## src/hw/ifs_pkg.sv

```systemverilog
// Constants shared by the input format and sync strobe block.
// Assumes a 32-bit APB slave with 12-bit byte addresses.
package ifs_pkg;
  // ****
  // Sizes
  // ****
  localparam int NUM_CH = 4;
  localparam int BUS_W  = 17;
  localparam int SYNC_N = 2;
  // ****
  // Register indices; byte address is four times the index
  // ****
  localparam int IDX_TEST_DATA = 'h0002;
  localparam int IDX_TEST_STRB = 'h0003;
  localparam int IDX_SYNC_STRB = 'h0004;
  localparam int IDX_LOOP_STRB = 'h0005;
  localparam int IDX_HARD_RST  = 'h0006;
  localparam int IDX_FMT_BASE  = 'h0020;
  localparam int IDX_CTRL_BASE = 'h0024;
  localparam int IDX_SOFT_RST  = 'h0028;
  localparam int IDX_STATUS    = 'h002c;
  localparam logic [11:0] A_TEST_DATA = 12'(IDX_TEST_DATA * 4);
  localparam logic [11:0] A_TEST_STRB = 12'(IDX_TEST_STRB * 4);
  localparam logic [11:0] A_SYNC_STRB = 12'(IDX_SYNC_STRB * 4);
  localparam logic [11:0] A_LOOP_STRB = 12'(IDX_LOOP_STRB * 4);
  localparam logic [11:0] A_HARD_RST  = 12'(IDX_HARD_RST * 4);
  localparam logic [11:0] A_FMT_BASE  = 12'(IDX_FMT_BASE * 4);
  localparam logic [11:0] A_CTRL_BASE = 12'(IDX_CTRL_BASE * 4);
  localparam logic [11:0] A_SOFT_RST  = 12'(IDX_SOFT_RST * 4);
  localparam logic [11:0] A_STATUS    = 12'(IDX_STATUS * 4);
  // ****
  // Field positions and reset values
  // ****
  localparam int FMT_INV_CLK  = 13;
  localparam int FMT_CLK_SRC  = 12;
  localparam int FMT_OFFS_BIN = 11;
  localparam int FMT_INTERP   = 10;
  localparam int FMT_DMX_LSB  = 7;
  localparam int FMT_SWAP     = 4;
  localparam int FMT_MODE_LSB = 2;
  localparam int TD_EXP_LSB   = 16;
  localparam int TD_OUTEN_LSB = 20;
  localparam int CTRL_TSRC    = 2;
  localparam logic [15:0] FMT_RESET  = 16'h0000;
  localparam logic [31:0] TD_RESET   = 32'h0000_0000;
  localparam logic [2:0]  CTRL_RESET = 3'h0;
  // ****
  // Encodings
  // ****
  localparam logic [1:0] NUM_FIXED = 2'h0;
  localparam logic [1:0] NUM_F14   = 2'h1;
  localparam logic [1:0] NUM_F15   = 2'h2;
  localparam logic [1:0] EN_ALWAYS = 2'h0;
  localparam logic [1:0] EN_TEST   = 2'h2;
endpackage

```

## src/hw/ifs_chan_if.sv

```systemverilog
// Bundle between the register file and one channel formatter.
// Assumes both ends run on the processing clock.
`timescale 1ns/10ps
interface ifs_chan_if;
  logic [15:0] fmt;       // Channel input format register.
  logic [2:0]  ctrl;      // Enable mode and test source select.
  logic [15:0] tdata;     // Test input data.
  logic [2:0]  texp;      // Test input exponent.
  logic        test_en;   // One-cycle test input enable.
  logic        soft_rst;  // Channel soft reset pulse.
  logic        hard_rst;  // Software hard reset pulse.
  logic        port_c;    // Port always clocked by processing clock.
  logic        clk_s;     // Synchronised port clock level.
  logic [16:0] data_s;    // Synchronised port data.
  logic [15:0] mant;      // Formatted mantissa.
  logic [2:0]  exp;       // Formatted exponent.
  logic        valid;     // Output sample strobe.
  logic        armed;     // Waiting for a delayed sample.
  modport regs (output fmt, ctrl, tdata, texp, test_en, soft_rst,
                hard_rst, port_c, clk_s, data_s,
                input mant, exp, valid, armed);
  modport chan (input fmt, ctrl, tdata, texp, test_en, soft_rst,
                hard_rst, port_c, clk_s, data_s,
                output mant, exp, valid, armed);
endinterface // ifs_chan_if

```

## src/hw/ifs_sync_strobe.sv

```systemverilog
// Sync output pulse, loopback and sync input capture.
// Assumes sync inputs are pins; they pass two synchroniser flip-flops, then an output register.
`timescale 1ns/10ps
module ifs_sync_strobe
  import ifs_pkg::*;
(
  // Clock and reset
  input  wire logic i_core_clk,
  input  wire logic i_rst,
  input  wire logic i_clk_en,
  // Strobe requests from the register file
  input  wire logic i_sync_req,
  input  wire logic i_loop_req,
  // Pins
  input  wire logic i_sync_in_one,
  input  wire logic i_sync_in_two,
  output logic      o_sync_out,
  output logic      o_sync_one_evt,
  output logic      o_sync_two_evt
);
  logic [SYNC_N-1:0] one_q;   // Pin one synchroniser.
  logic [SYNC_N-1:0] two_q;   // Pin two synchroniser.
  logic [SYNC_N-1:0] loop_q;  // Loopback delay, matches pin path.
  logic              lp_q;    // Loopback pulse beside the pin pulse.

  // ****
  // Output pulse and matched loopback
  // ****
  // The loopback goes through as many stages as the external wire does,
  // so both copies of the pulse reach the sync input together.
  always_ff @(posedge i_core_clk or posedge i_rst) begin
    if (i_rst) begin
      o_sync_out <= 1'b0;
      lp_q       <= 1'b0;
      loop_q     <= '0;
    end else if (i_clk_en) begin
      o_sync_out <= i_sync_req | i_loop_req;
      lp_q       <= i_loop_req;
      loop_q     <= {loop_q[SYNC_N-2:0], lp_q};
    end
  end

  // Pin capture; only the last stage is read by logic.
  always_ff @(posedge i_core_clk or posedge i_rst) begin
    if (i_rst) begin
      one_q          <= '0;
      two_q          <= '0;
      o_sync_one_evt <= 1'b0;
      o_sync_two_evt <= 1'b0;
    end else if (i_clk_en) begin
      one_q          <= {one_q[SYNC_N-2:0], i_sync_in_one};
      two_q          <= {two_q[SYNC_N-2:0], i_sync_in_two};
      o_sync_one_evt <= one_q[SYNC_N-1] | loop_q[SYNC_N-1];
      o_sync_two_evt <= two_q[SYNC_N-1];
    end
  end

  a_sync_out_pulse: assert property (@(posedge i_core_clk) disable iff (i_rst)
    (i_sync_req && i_clk_en) |=> o_sync_out)
    else $error("sync output pulse missing");
  a_loop_latency: assert property (@(posedge i_core_clk) disable iff (i_rst)
    (lp_q && i_clk_en ##1 i_clk_en ##1 i_clk_en) |=> o_sync_one_evt)
    else $error("loopback latency wrong");
endmodule // ifs_sync_strobe

```

## src/hw/ifs_chan_fmt.sv

```systemverilog
// One channel input formatter: edge select, enable, demux delay,
// bit swap, number format. Assumes synchronised port inputs.
`timescale 1ns/10ps
module ifs_chan_fmt
  import ifs_pkg::*;
(
  // Clock and reset
  input  wire logic i_core_clk,
  input  wire logic i_rst,
  input  wire logic i_clk_en,
  // Register side
  ifs_chan_if.chan  ch
);
  logic        prev_q;   // Port clock level one cycle ago.
  logic        pend_q;   // Test enable waiting for a sample.
  logic [2:0]  cnt_q;    // Samples left before the take.
  logic [15:0] held_m_q; // Last taken mantissa.
  logic [2:0]  held_e_q; // Last taken exponent.
  logic        have_q;   // A sample has been taken.
  logic        smp, en_now, take, arm, clr;
  logic [2:0]  dly;
  logic [16:0] w;
  logic [15:0] m;
  logic [2:0]  e;

  // ****
  // Sample event, enable and word formatting
  // ****
  always_comb begin
    dly = ch.fmt[FMT_DMX_LSB +: 3];
    clr = ch.soft_rst | ch.hard_rst;
    // Processing processing clock edge is used when selected, on port C, or when the test source is selected.
    if (ch.fmt[FMT_CLK_SRC] || ch.port_c || ch.ctrl[CTRL_TSRC]) begin
      smp = 1'b1;
    end else if (ch.fmt[FMT_INV_CLK]) begin
      smp = prev_q & ~ch.clk_s;
    end else begin
      smp = ~prev_q & ch.clk_s;
    end
    case (ch.ctrl[1:0])
      EN_ALWAYS: en_now = 1'b1;
      EN_TEST:   en_now = pend_q | ch.test_en;
      default:   en_now = 1'b0;
    endcase
    take = smp & (ch.armed ? (cnt_q == 3'h1) : (en_now && dly == 3'h0));
    arm  = smp & ~ch.armed & en_now & (dly != 3'h0);
    w = ch.data_s;
    if (ch.fmt[FMT_SWAP]) begin
      for (int b = 0; b < BUS_W; b++) begin
        w[b] = ch.data_s[BUS_W-1-b];
      end
    end
    w[16] = w[16] ^ ch.fmt[FMT_OFFS_BIN];
    case (ch.fmt[FMT_MODE_LSB +: 2])
      NUM_FIXED: begin m = w[16:1]; e = 3'h0; end
      NUM_F14:   begin m = {w[16:3], 2'h0}; e = w[2:0]; end
      NUM_F15:   begin m = {w[16:2], 1'h0}; e = {1'h0, w[1:0]}; end
      default:   begin m = w[16:1]; e = {2'h0, w[0]}; end
    endcase
    if (ch.ctrl[CTRL_TSRC]) begin
      m = ch.tdata;
      e = ch.texp;
    end
  end

  // ****
  // Channel state; soft reset clears only this active state
  // ****
  always_ff @(posedge i_core_clk or posedge i_rst) begin
    if (i_rst) begin
      prev_q   <= 1'b0;
      pend_q   <= 1'b0;
      cnt_q    <= 3'h0;
      ch.armed <= 1'b0;
      held_m_q <= 16'h0000;
      held_e_q <= 3'h0;
      have_q   <= 1'b0;
      ch.mant  <= 16'h0000;
      ch.exp   <= 3'h0;
      ch.valid <= 1'b0;
    end else if (i_clk_en) begin
      prev_q <= ch.clk_s;
      if (clr) begin
        pend_q   <= 1'b0;
        cnt_q    <= 3'h0;
        ch.armed <= 1'b0;
        have_q   <= 1'b0;
        ch.valid <= 1'b0;
      end else begin
        pend_q <= (pend_q | ch.test_en) & ~smp;
        if (arm) begin
          ch.armed <= 1'b1;
          cnt_q    <= dly;
        end else if (smp && ch.armed) begin
          cnt_q    <= cnt_q - 3'h1;
          ch.armed <= cnt_q != 3'h1;
        end
        if (take) begin
          held_m_q <= m;
          held_e_q <= e;
          have_q   <= 1'b1;
        end
        // Interpolated output repeats the held sample between enables.
        ch.valid <= take | (smp & ch.fmt[FMT_INTERP] & have_q);
        ch.mant  <= take ? m : held_m_q;
        ch.exp   <= take ? e : held_e_q;
      end
    end
  end

  a_gated_valid: assert property (@(posedge i_core_clk) disable iff (i_rst)
    (i_clk_en && !clr && !take && !ch.fmt[FMT_INTERP]) |=> !ch.valid)
    else $error("gated channel gave sample without take");
  a_demux_zero: assert property (@(posedge i_core_clk) disable iff (i_rst)
    (i_clk_en && !clr && smp && !ch.armed && en_now && dly == 3'h0) |=> ch.valid)
    else $error("aligned sample not taken");
endmodule // ifs_chan_fmt

```

## src/hw/ifs_top.sv

```systemverilog
// Global strobes, test observation routing and per-channel input
// formatting. Assumes an APB master on the processing clock and
// converter buses with their own clocks arriving on pins.
//
// The implementer's own choice: register access over APB.
`timescale 1ns/10ps

// Notes on behaviour
// - Observation bits 8:4 from oscillator, gain strobes
// - Observation bits 2:0 carry buffer address
// - Enabled observation bus ORed onto output bus
// - Test strobe write gives one-cycle enable
// - Sync strobe write gives one-cycle output pulse
// - Loopback strobe pulses pin and sync one
// - Loopback latency equals external wire latency
// - Hard reset strobe resets control registers
// - Soft reset clears only selected channel state
// - Bit 13 selects falling sample edge
// - Bit 12 selects processing clock; port C always
// - Processing always on processing clock rising edge
// - Bit 11 selects offset binary input
// - Bit 10 interpolates, otherwise gated
// - Demux delay takes Nth sample after enable
// - Bit 4 reverses input bus order
// - Mode field selects fixed or floating layout
// - Enable always, never, or per test strobe
// - Test register supplies data and exponent
module ifs_top
  import ifs_pkg::*;
(
  // Clock, reset, enable
  input  wire logic         i_core_clk,
  input  wire logic         i_rst,
  input  wire logic         i_clk_en,
  // APB slave
  input  wire logic         i_psel,
  input  wire logic         i_penable,
  input  wire logic         i_pwrite,
  input  wire logic [11:0]  i_paddr,
  input  wire logic [31:0]  i_pwdata,
  output logic      [31:0]  o_prdata,
  output logic              o_pready,
  output logic              o_pslverr,
  // Converter ports A, B, C, D (C has no clock pin)
  input  wire logic         i_port_a_clk,
  input  wire logic         i_port_b_clk,
  input  wire logic         i_port_d_clk,
  input  wire logic [67:0]  i_port_data,
  // Synchronisation pins
  input  wire logic         i_sync_in_one,
  input  wire logic         i_sync_in_two,
  output logic              o_sync_out,
  output logic              o_sync_one_evt,
  output logic              o_sync_two_evt,
  // Observation sources, four buses
  input  wire logic [27:0]  i_obs_range,
  input  wire logic [3:0]   i_obs_osc_carry,
  input  wire logic [15:0]  i_obs_gain_strb,
  input  wire logic [3:0]   i_obs_carrier_msb,
  input  wire logic [11:0]  i_obs_buf_addr,
  input  wire logic [63:0]  i_norm_out,
  output logic      [63:0]  o_out_bus,
  // Channel results and test enable
  output logic              o_test_en,
  output logic      [63:0]  o_chan_mant,
  output logic      [11:0]  o_chan_exp,
  output logic      [3:0]   o_chan_valid
);
  // ****
  // Declarations
  // ****
  typedef enum logic [1:0] {
    ST_IDLE = 2'b01,           // Waiting for an access phase.
    ST_RESP = 2'b10            // Answer presented with ready.
  } ifs_apb_st_t;

  ifs_apb_st_t state_q;        // APB answer state.
  logic [15:0] fmt_q [NUM_CH]; // Channel input format registers.
  logic [2:0]  ctrl_q [NUM_CH];// Channel enable mode and source.
  logic [31:0] tdata_q;        // Test input data register.
  logic [3:0]  soft_q;         // Channel soft reset pulses.
  logic        hard_q;         // Software hard reset pulse.
  logic        sync_req_q;     // Sync strobe request pulse.
  logic        loop_req_q;     // Loopback strobe request pulse.
  logic [17:0] pin1_q [NUM_CH];// First synchroniser stage.
  logic [17:0] pin2_q [NUM_CH];// Second synchroniser stage.
  logic [3:0]  armed_w;        // Channel waiting flags.
  logic [3:0]  clk_pins;       // Port clock pins, C tied low.
  logic        wr_fire;        // Write takes effect this edge.
  logic [31:0] rd_data;        // Decoded read data.
  logic        rd_err;         // Unmapped address.
  logic [1:0]  sel;            // Channel index from the address.

  assign clk_pins = {i_port_d_clk, 1'b0, i_port_b_clk, i_port_a_clk};
  assign wr_fire  = (state_q == ST_RESP) & i_psel & i_penable & i_pwrite;
  assign sel      = i_paddr[3:2];

  // ****
  // Address decode and read mux
  // ****
  // Unmapped addresses answer with an error and read zero.
  always_comb begin
    rd_data = 32'h0000_0000;
    rd_err  = 1'b0;
    case ({i_paddr[11:4], 4'h0})
      A_FMT_BASE:  rd_data = {16'h0000, fmt_q[sel]};
      A_CTRL_BASE: rd_data = {29'h0, ctrl_q[sel]};
      default: begin
        case (i_paddr)
          A_TEST_DATA: rd_data = tdata_q;
          A_STATUS:    rd_data = {28'h0, armed_w};
          // Strobes read back zero; they hold nothing.
          A_TEST_STRB, A_SYNC_STRB, A_LOOP_STRB, A_HARD_RST,
          A_SOFT_RST:  rd_data = 32'h0000_0000;
          default:     rd_err = 1'b1;
        endcase
      end
    endcase
    if (i_paddr[1:0] != 2'h0) begin
      rd_err = 1'b1;
    end
  end

  // ****
  // APB handshake
  // ****
  // One wait state: ready rises the cycle after the access phase
  // starts, and the write lands on that ready edge.
  always_ff @(posedge i_core_clk or posedge i_rst) begin
    if (i_rst) begin
      state_q   <= ST_IDLE;
      o_pready  <= 1'b0;
      o_pslverr <= 1'b0;
      o_prdata  <= 32'h0000_0000;
    end else if (i_clk_en) begin
      case (state_q)
        ST_IDLE: begin
          if (i_psel && i_penable) begin
            state_q   <= ST_RESP;
            o_pready  <= 1'b1;
            o_pslverr <= rd_err;
            o_prdata  <= i_pwrite ? 32'h0000_0000 : rd_data;
          end
        end
        ST_RESP: begin
          state_q   <= ST_IDLE;
          o_pready  <= 1'b0;
          o_pslverr <= 1'b0;
        end
        default: state_q <= ST_IDLE;
      endcase
    end
  end

  // ****
  // Write strobes
  // ****
  // Only the occurrence of the write matters; the data is ignored.
  always_ff @(posedge i_core_clk or posedge i_rst) begin
    if (i_rst) begin
      o_test_en  <= 1'b0;
      sync_req_q <= 1'b0;
      loop_req_q <= 1'b0;
      hard_q     <= 1'b0;
    end else if (i_clk_en) begin
      o_test_en  <= wr_fire && !rd_err && i_paddr == A_TEST_STRB;
      sync_req_q <= wr_fire && !rd_err && i_paddr == A_SYNC_STRB;
      loop_req_q <= wr_fire && !rd_err && i_paddr == A_LOOP_STRB;
      hard_q     <= wr_fire && !rd_err && i_paddr == A_HARD_RST;
    end
  end

  // ****
  // Control registers
  // ****
  // The hard reset strobe clears them as the pin does, one cycle
  // after the write; soft resets never touch them.
  always_ff @(posedge i_core_clk or posedge i_rst) begin
    if (i_rst) begin
      tdata_q <= TD_RESET;
      soft_q  <= 4'h0;
      for (int c = 0; c < NUM_CH; c++) begin
        fmt_q[c]  <= FMT_RESET;
        ctrl_q[c] <= CTRL_RESET;
      end
    end else if (i_clk_en) begin
      soft_q <= 4'h0;
      if (hard_q) begin
        tdata_q <= TD_RESET;
        for (int c = 0; c < NUM_CH; c++) begin
          fmt_q[c]  <= FMT_RESET;
          ctrl_q[c] <= CTRL_RESET;
        end
      end else if (wr_fire && !rd_err) begin
        if ({i_paddr[11:4], 4'h0} == A_FMT_BASE) begin
          fmt_q[sel] <= i_pwdata[15:0];
        end else if ({i_paddr[11:4], 4'h0} == A_CTRL_BASE) begin
          ctrl_q[sel] <= i_pwdata[2:0];
        end else if (i_paddr == A_TEST_DATA) begin
          tdata_q <= i_pwdata;
        end else if (i_paddr == A_SOFT_RST) begin
          soft_q <= i_pwdata[3:0];
        end
      end
    end
  end

  // ****
  // Per-channel pin capture, formatter and output bus
  // ****
  for (genvar i = 0; i < NUM_CH; i++) begin : g_ch
    ifs_chan_if u_if ();
    logic [15:0] obs; // Observation bus for this lane.

    // Two stages per pin; the formatter reads only the second.
    always_ff @(posedge i_core_clk or posedge i_rst) begin
      if (i_rst) begin
        pin1_q[i] <= 18'h00000;
        pin2_q[i] <= 18'h00000;
      end else if (i_clk_en) begin
        pin1_q[i] <= {clk_pins[i], i_port_data[17*i +: 17]};
        pin2_q[i] <= pin1_q[i];
      end
    end

    assign u_if.fmt      = fmt_q[i];
    assign u_if.ctrl     = ctrl_q[i];
    assign u_if.tdata    = tdata_q[15:0];
    assign u_if.texp     = tdata_q[TD_EXP_LSB +: 3];
    assign u_if.test_en  = o_test_en;
    assign u_if.soft_rst = soft_q[i];
    assign u_if.hard_rst = hard_q;
    assign u_if.port_c   = (i == 2);
    assign u_if.clk_s    = pin2_q[i][17];
    assign u_if.data_s   = pin2_q[i][16:0];
    assign armed_w[i]    = u_if.armed;
    assign o_chan_mant[16*i +: 16] = u_if.mant;
    assign o_chan_exp[3*i +: 3]    = u_if.exp;
    assign o_chan_valid[i]         = u_if.valid;

    ifs_chan_fmt u_fmt (
      .i_core_clk (i_core_clk),
      .i_rst      (i_rst),
      .i_clk_en   (i_clk_en),
      .ch         (u_if.chan)
    );

    // Lane layout: range flags, oscillator carry, gain strobes,
    // carrier top bit, buffer read address.
    assign obs = {i_obs_range[7*i +: 7], i_obs_osc_carry[i],
                  i_obs_gain_strb[4*i +: 4], i_obs_carrier_msb[i],
                  i_obs_buf_addr[3*i +: 3]};

    always_ff @(posedge i_core_clk or posedge i_rst) begin
      if (i_rst) begin
        o_out_bus[16*i +: 16] <= 16'h0000;
      end else if (i_clk_en) begin
        o_out_bus[16*i +: 16] <= i_norm_out[16*i +: 16] |
          (tdata_q[TD_OUTEN_LSB + i] ? obs : 16'h0000);
      end
    end
  end

  // ****
  // Sync strobes
  // ****
  ifs_sync_strobe u_sync (
    .i_core_clk     (i_core_clk),
    .i_rst          (i_rst),
    .i_clk_en       (i_clk_en),
    .i_sync_req     (sync_req_q),
    .i_loop_req     (loop_req_q),
    .i_sync_in_one  (i_sync_in_one),
    .i_sync_in_two  (i_sync_in_two),
    .o_sync_out     (o_sync_out),
    .o_sync_one_evt (o_sync_one_evt),
    .o_sync_two_evt (o_sync_two_evt)
  );

  // ****
  // Checks
  // ****
  a_test_strobe_one: assert property (@(posedge i_core_clk) disable iff (i_rst)
    (i_clk_en && wr_fire && i_paddr == A_TEST_STRB) |=> o_test_en ##1 !o_test_en)
    else $error("test enable not one cycle");
  a_loop_pin_pulse: assert property (@(posedge i_core_clk) disable iff (i_rst)
    (i_clk_en && wr_fire && i_paddr == A_LOOP_STRB ##1 i_clk_en) |=> o_sync_out)
    else $error("loopback strobe gave no pin pulse");
  a_hard_reset_regs: assert property (@(posedge i_core_clk) disable iff (i_rst)
    (hard_q && i_clk_en) |=> (fmt_q[0] == FMT_RESET && tdata_q == TD_RESET))
    else $error("hard reset left control state");
  a_soft_keeps_fmt: assert property (@(posedge i_core_clk) disable iff (i_rst)
    (soft_q[0] && !hard_q) |=> $stable(fmt_q[0]))
    else $error("soft reset touched control register");
  a_obs_carry_bit: assert property (@(posedge i_core_clk) disable iff (i_rst)
    (i_clk_en && tdata_q[TD_OUTEN_LSB] && i_obs_osc_carry[0]) |=> o_out_bus[8])
    else $error("carry not on bit 8");
  a_obs_gated_off: assert property (@(posedge i_core_clk) disable iff (i_rst)
    (i_clk_en && !tdata_q[TD_OUTEN_LSB]) |=> o_out_bus[15:0] == $past(i_norm_out[15:0]))
    else $error("observation leaked while disabled");
endmodule // ifs_top

```

## config.mk

```make
export PLATFORM = sky130hd
export DESIGN_NAME = ifs_top
export DESIGN_NICKNAME = d
export VERILOG_FILES = /design/src/hw/ifs_pkg.sv /design/src/hw/ifs_chan_if.sv /design/src/hw/ifs_sync_strobe.sv /design/src/hw/ifs_chan_fmt.sv /design/src/hw/ifs_top.sv
export SDC_FILE = /design/constraint.sdc
export NUM_CORES = 1
export LEC_CHECK = 0
export BUFFER_PORTS_ARGS = -buffer_cell sky130_fd_sc_hd__buf_2
export CAP_MARGIN = 20
export CORE_ASPECT_RATIO = 0.7
export CORE_MARGIN = 5
export CORE_UTILIZATION = 30
export CTS_CLUSTER_SIZE = 12
export DETAILED_ROUTE_END_ITERATION = 7
export SLEW_MARGIN = 5
export SYNTH_ARGS = -nofsm -noshare
export SYNTH_HDL_FRONTEND = slang
export SYNTH_SLANG_ARGS = --single-unit
```

## constraint.sdc

```tcl
create_clock -name i_core_clk -period 19.02 [get_ports i_core_clk]
set_input_delay 1.902 -clock i_core_clk [delete_from_list [all_inputs] [get_ports i_core_clk]]
set_output_delay 1.902 -clock i_core_clk [all_outputs]
set_load 0.01 [all_outputs]
```

==> impl_metrics.ini <==
[power]
p_sw_share_pct = 28.0
power.ir.vdd_worst_v = 0.0000788
power.static_leakage_nw = 12.0
clock_power_share_pct = 37.5
power.combinational.fraction_pct = 16.8
total_switching_power_mw = 0.770
seq_power_share_pct = 45.8
power.density_cell_area_nw_per_um2 = 104
cellInternalPower_mw = 1.98

[timing]
rsz0062_at_grt = no
final_period_minus_worst_setup_slack_ns = 4.43
hold_violations_final = 0
timing.setup.tns_ns = 0
final.setup_skew_ns = 0.0255
final_max_slew_viol_count = 0
slew-limit-headroom_pct = 29.1
worst_pin_slew_ns = 1.06
finalCritPeriodShare_pct = 23.3
timing.fmax_ghz = 0.225
report.final.setup_viol = 0
setup_ws_ns = 14.59

[critical_path]
timing.setup.critical_path_class = in2async
worst-endpoint-required_ns = 19.78
critical_path.max_fanout = 115
worst_setup_sp_type = input port
worst_ep_arrival_time_ns = 5.20
worst_setup_path_end_kind = async pin

[floorplan]
io_pins = 433
row_count = 82
horiz_die_dim_um = 331
core_area_um2 = 71500
die_y_extent_um = 235
die_area_um2 = 77600
initial_core_util_pct = 30.2

[clocking]
cts_repair_resize_count = 0
tritoncts = done
post_cts.repair.setup_buffers = 0
cts.htree.levels = 2
clock_path_buffers = 3
cts_root_buf = clkbuf_16
clkLatencyLatePin_ns = 0.61
tritoncts.num_buffers = 51
cts_hold_buffers = 0
clk_transition_reported_paths_ns = 0.06
clkSinkCount = 474

[placement]
detailed_place_hpwl_um = 52700
placed_cells = 3196
place.gp.congestion = 0.883
placed_area_um2 = 24600
placement.io_buffers = 432
post-place-ws_ns = 13.39

[logic_synthesis]
synth-compound-area-share_pct = 14.6
ys_async_sr_fraction_pct = 100
seq_area_frac_synth_pct = 54.9
synth_enable_flop_cells = 0
synthDistinctLibCells = 69
ys.flop_type = dfrtp_1
fraction_of_the_mapped_netlist_area_in_adder_cells_pct = 1.16
synth_seq_cells = 474
post_synth_inst_count = 1913
share_of_synthesized_area_spent_on_multiplexers_pct = 16.2
synth_warnings = 0
post_synth_instance_area_um2 = 21600
synthXorXnorAreaFrac_pct = 0.162
postSynthNetCount = 2184
synth_area_per_cell_um2 = 11.3
synth_simple_gate_area_share_pct = 10.1
dominant_combinational_cell_family_by_area_after_synthesis = multiplexers

[routing]
detail_route.iter0.violations = 1504
drt_drc_violations_left = 0
firstDrtPassIters = 6
routed-via-count = 17100
postRouteWirelength_um = 73800
drt-wirelength-per-cell_um = 22.4
detail_route.vias_per_cell = 5.20
antenna_violating_nets_post_route = 0

[final_layout]
final_design_area_no_fill_um2 = 26500
leading_cell_type_in_the_layout_fill_and_taps_excluded = dfrtp_1
mostFrequentLayoutCells = 473 x dfrtp_1, 432 x buf_2, 235 x a21oi_1
final_layout_size_suffix_gt1_share_pct = 33.3
instances_no_fill = 3294
final_nets = 2560
area_delta_synth_final_pct = 22.5
n_antenna_cell = 0

[global_routing]
overflow = 0
global_route.usage.total_pct = 18.2
grt_pass1_vias = 16800
grt_pass1_wl_um = 108000
grt_antenna_before_repair = 7
grt_max_degree = 186

[flow_run]
cap_viol_max_count = 0

[run_status]
outcome = finished, final reports clean

[min_path]
worst_hold_path_type = reg2reg
-- power groups by stage --
stage	registers [mW]	logic, mW	clock network, mW
after detailed placement	1.27	0.464	0
final	1.26	0.461	1.03
after floorplan	1.29	0.223	0
after global placement	1.27	0.451	0
after global routing	1.27	0.508	1.09
after CTS	1.26	0.466	1.06
-- state kept, by name (all words and copies together), names as in the netlist, 12 cells and up --
register,cells
g_ch.u_fmt.cnt_q,12
g_ch.u_if.data_s,68
pin1_q,71
g_ch.u_if.fmt,64
g_ch.u_fmt.held_m_q,64
tdata_q,32
g_ch.u_fmt.held_e_q,12
o_prdata,32
o_out_bus,64
g_ch.u_if.ctrl,12
-- per-stage QoR --
stage	hold slack, ns	util [%]	power [mW]
global placement	0.459	34.4	1.72
finish	0.477	37.0	2.75
floorplan	0.445	-	1.51
detailed placement	0.463	34.4	1.74
global route	0.506	37.0	2.87
CTS	0.481	36.8	2.78
-- cell families (layout without fill, tap and decap cells) --
family | Yosys count | in the layout
muxes | 301 | 301
AOI/OAI and AO/OA | 504 | 504
buffers and inverters | 157 | 572
xor gates and xnor gates | 4 | 4
DFF | 474 | 474
adders and majority gates | 20 | 20
and+or+nand+nor | 453 | 453
-- synth_stat cells (5+ instances only) --
master / count / area, µm²
nand3_1: 16 / 80.1
nand4_1: 7 / 43.8
a31oi_1: 6 / 37.5
mux2i_1: 85 / 851
o2bb2ai_1: 34 / 298
ha_1: 20 / 250
dfrtp_1: 473 / 11800
or3_1: 6 / 37.5
clkbuf_1: 95 / 357
nor2_1: 159 / 597
nand3b_1: 5 / 37.5
buf_1: 22 / 82.6
nor3_1: 32 / 160
mux2_2: 197 / 2220
and3_1: 16 / 100
o21ai_0: 108 / 541
a2bb2oi_1: 5 / 43.8
a32oi_1: 5 / 43.8
inv_1: 22 / 82.6
nand2_1: 126 / 473
and2_1: 6 / 37.5
a21oi_1: 235 / 1180
a221o_1: 20 / 200
a22o_1: 52 / 455
nor2b_1: 17 / 106
nor4_1: 5 / 31.3
nor3b_1: 26 / 195
mux4_2: 19 / 428
buf_2: 12 / 60.1
and3b_1: 5 / 43.8
-- path summary, 6_finish.rpt --
path	from	end	slack [ns]	cells after the start
max reg2reg	state_q[0]$_DFFE_PP1P_	tdata_q[9]$_DFFE_PP0P_	16.11	6
max	i_rst	o_prdata[25]$_DFFE_PP0P_	14.59	6
max in group i_core_clk	i_clk_en	tdata_q[9]$_DFFE_PP0P_	14.69	7
min reg2reg	o_prdata[4]$_DFFE_PP0P_	o_prdata[4]$_DFFE_PP0P_	0.48	2
min in group asynchronous	i_rst	u_sync.o_sync_two_evt$_DFFE_PP0P_	1.44	2
min	o_prdata[4]$_DFFE_PP0P_	o_prdata[4]$_DFFE_PP0P_	0.48	2
-- critical path: stages --
cell and delay (ns):
buf_2 0.14, inv_8 0.51, buf_4 0.82, buf_4 0.84
buf_4 0.48, buf_16 0.32
-- layer usage --
layer	global-route usage [%]	vias to the layer above	wire length [µm]
met5	0	-	28
met4	4.45	6	1590
met3	5.13	120	6950
met2	27.2	656	32700
met1	26.2	8635	32400
li1	-	7707	-
-- area by class of cell --
type | instances | area, µm²
Sequential cell | 474 | 11900
Inverter | 23 | 93.8
Clock inverter | 11 | 148
Fill cell | 7065 | 45100
Multi-Input combinational cell | 1282 | 9120
Tap cell | 966 | 1210
Timing Repair Buffer | 457 | 2440
Clock buffer | 81 | 1580
Power figures use the tool's default switching activity.
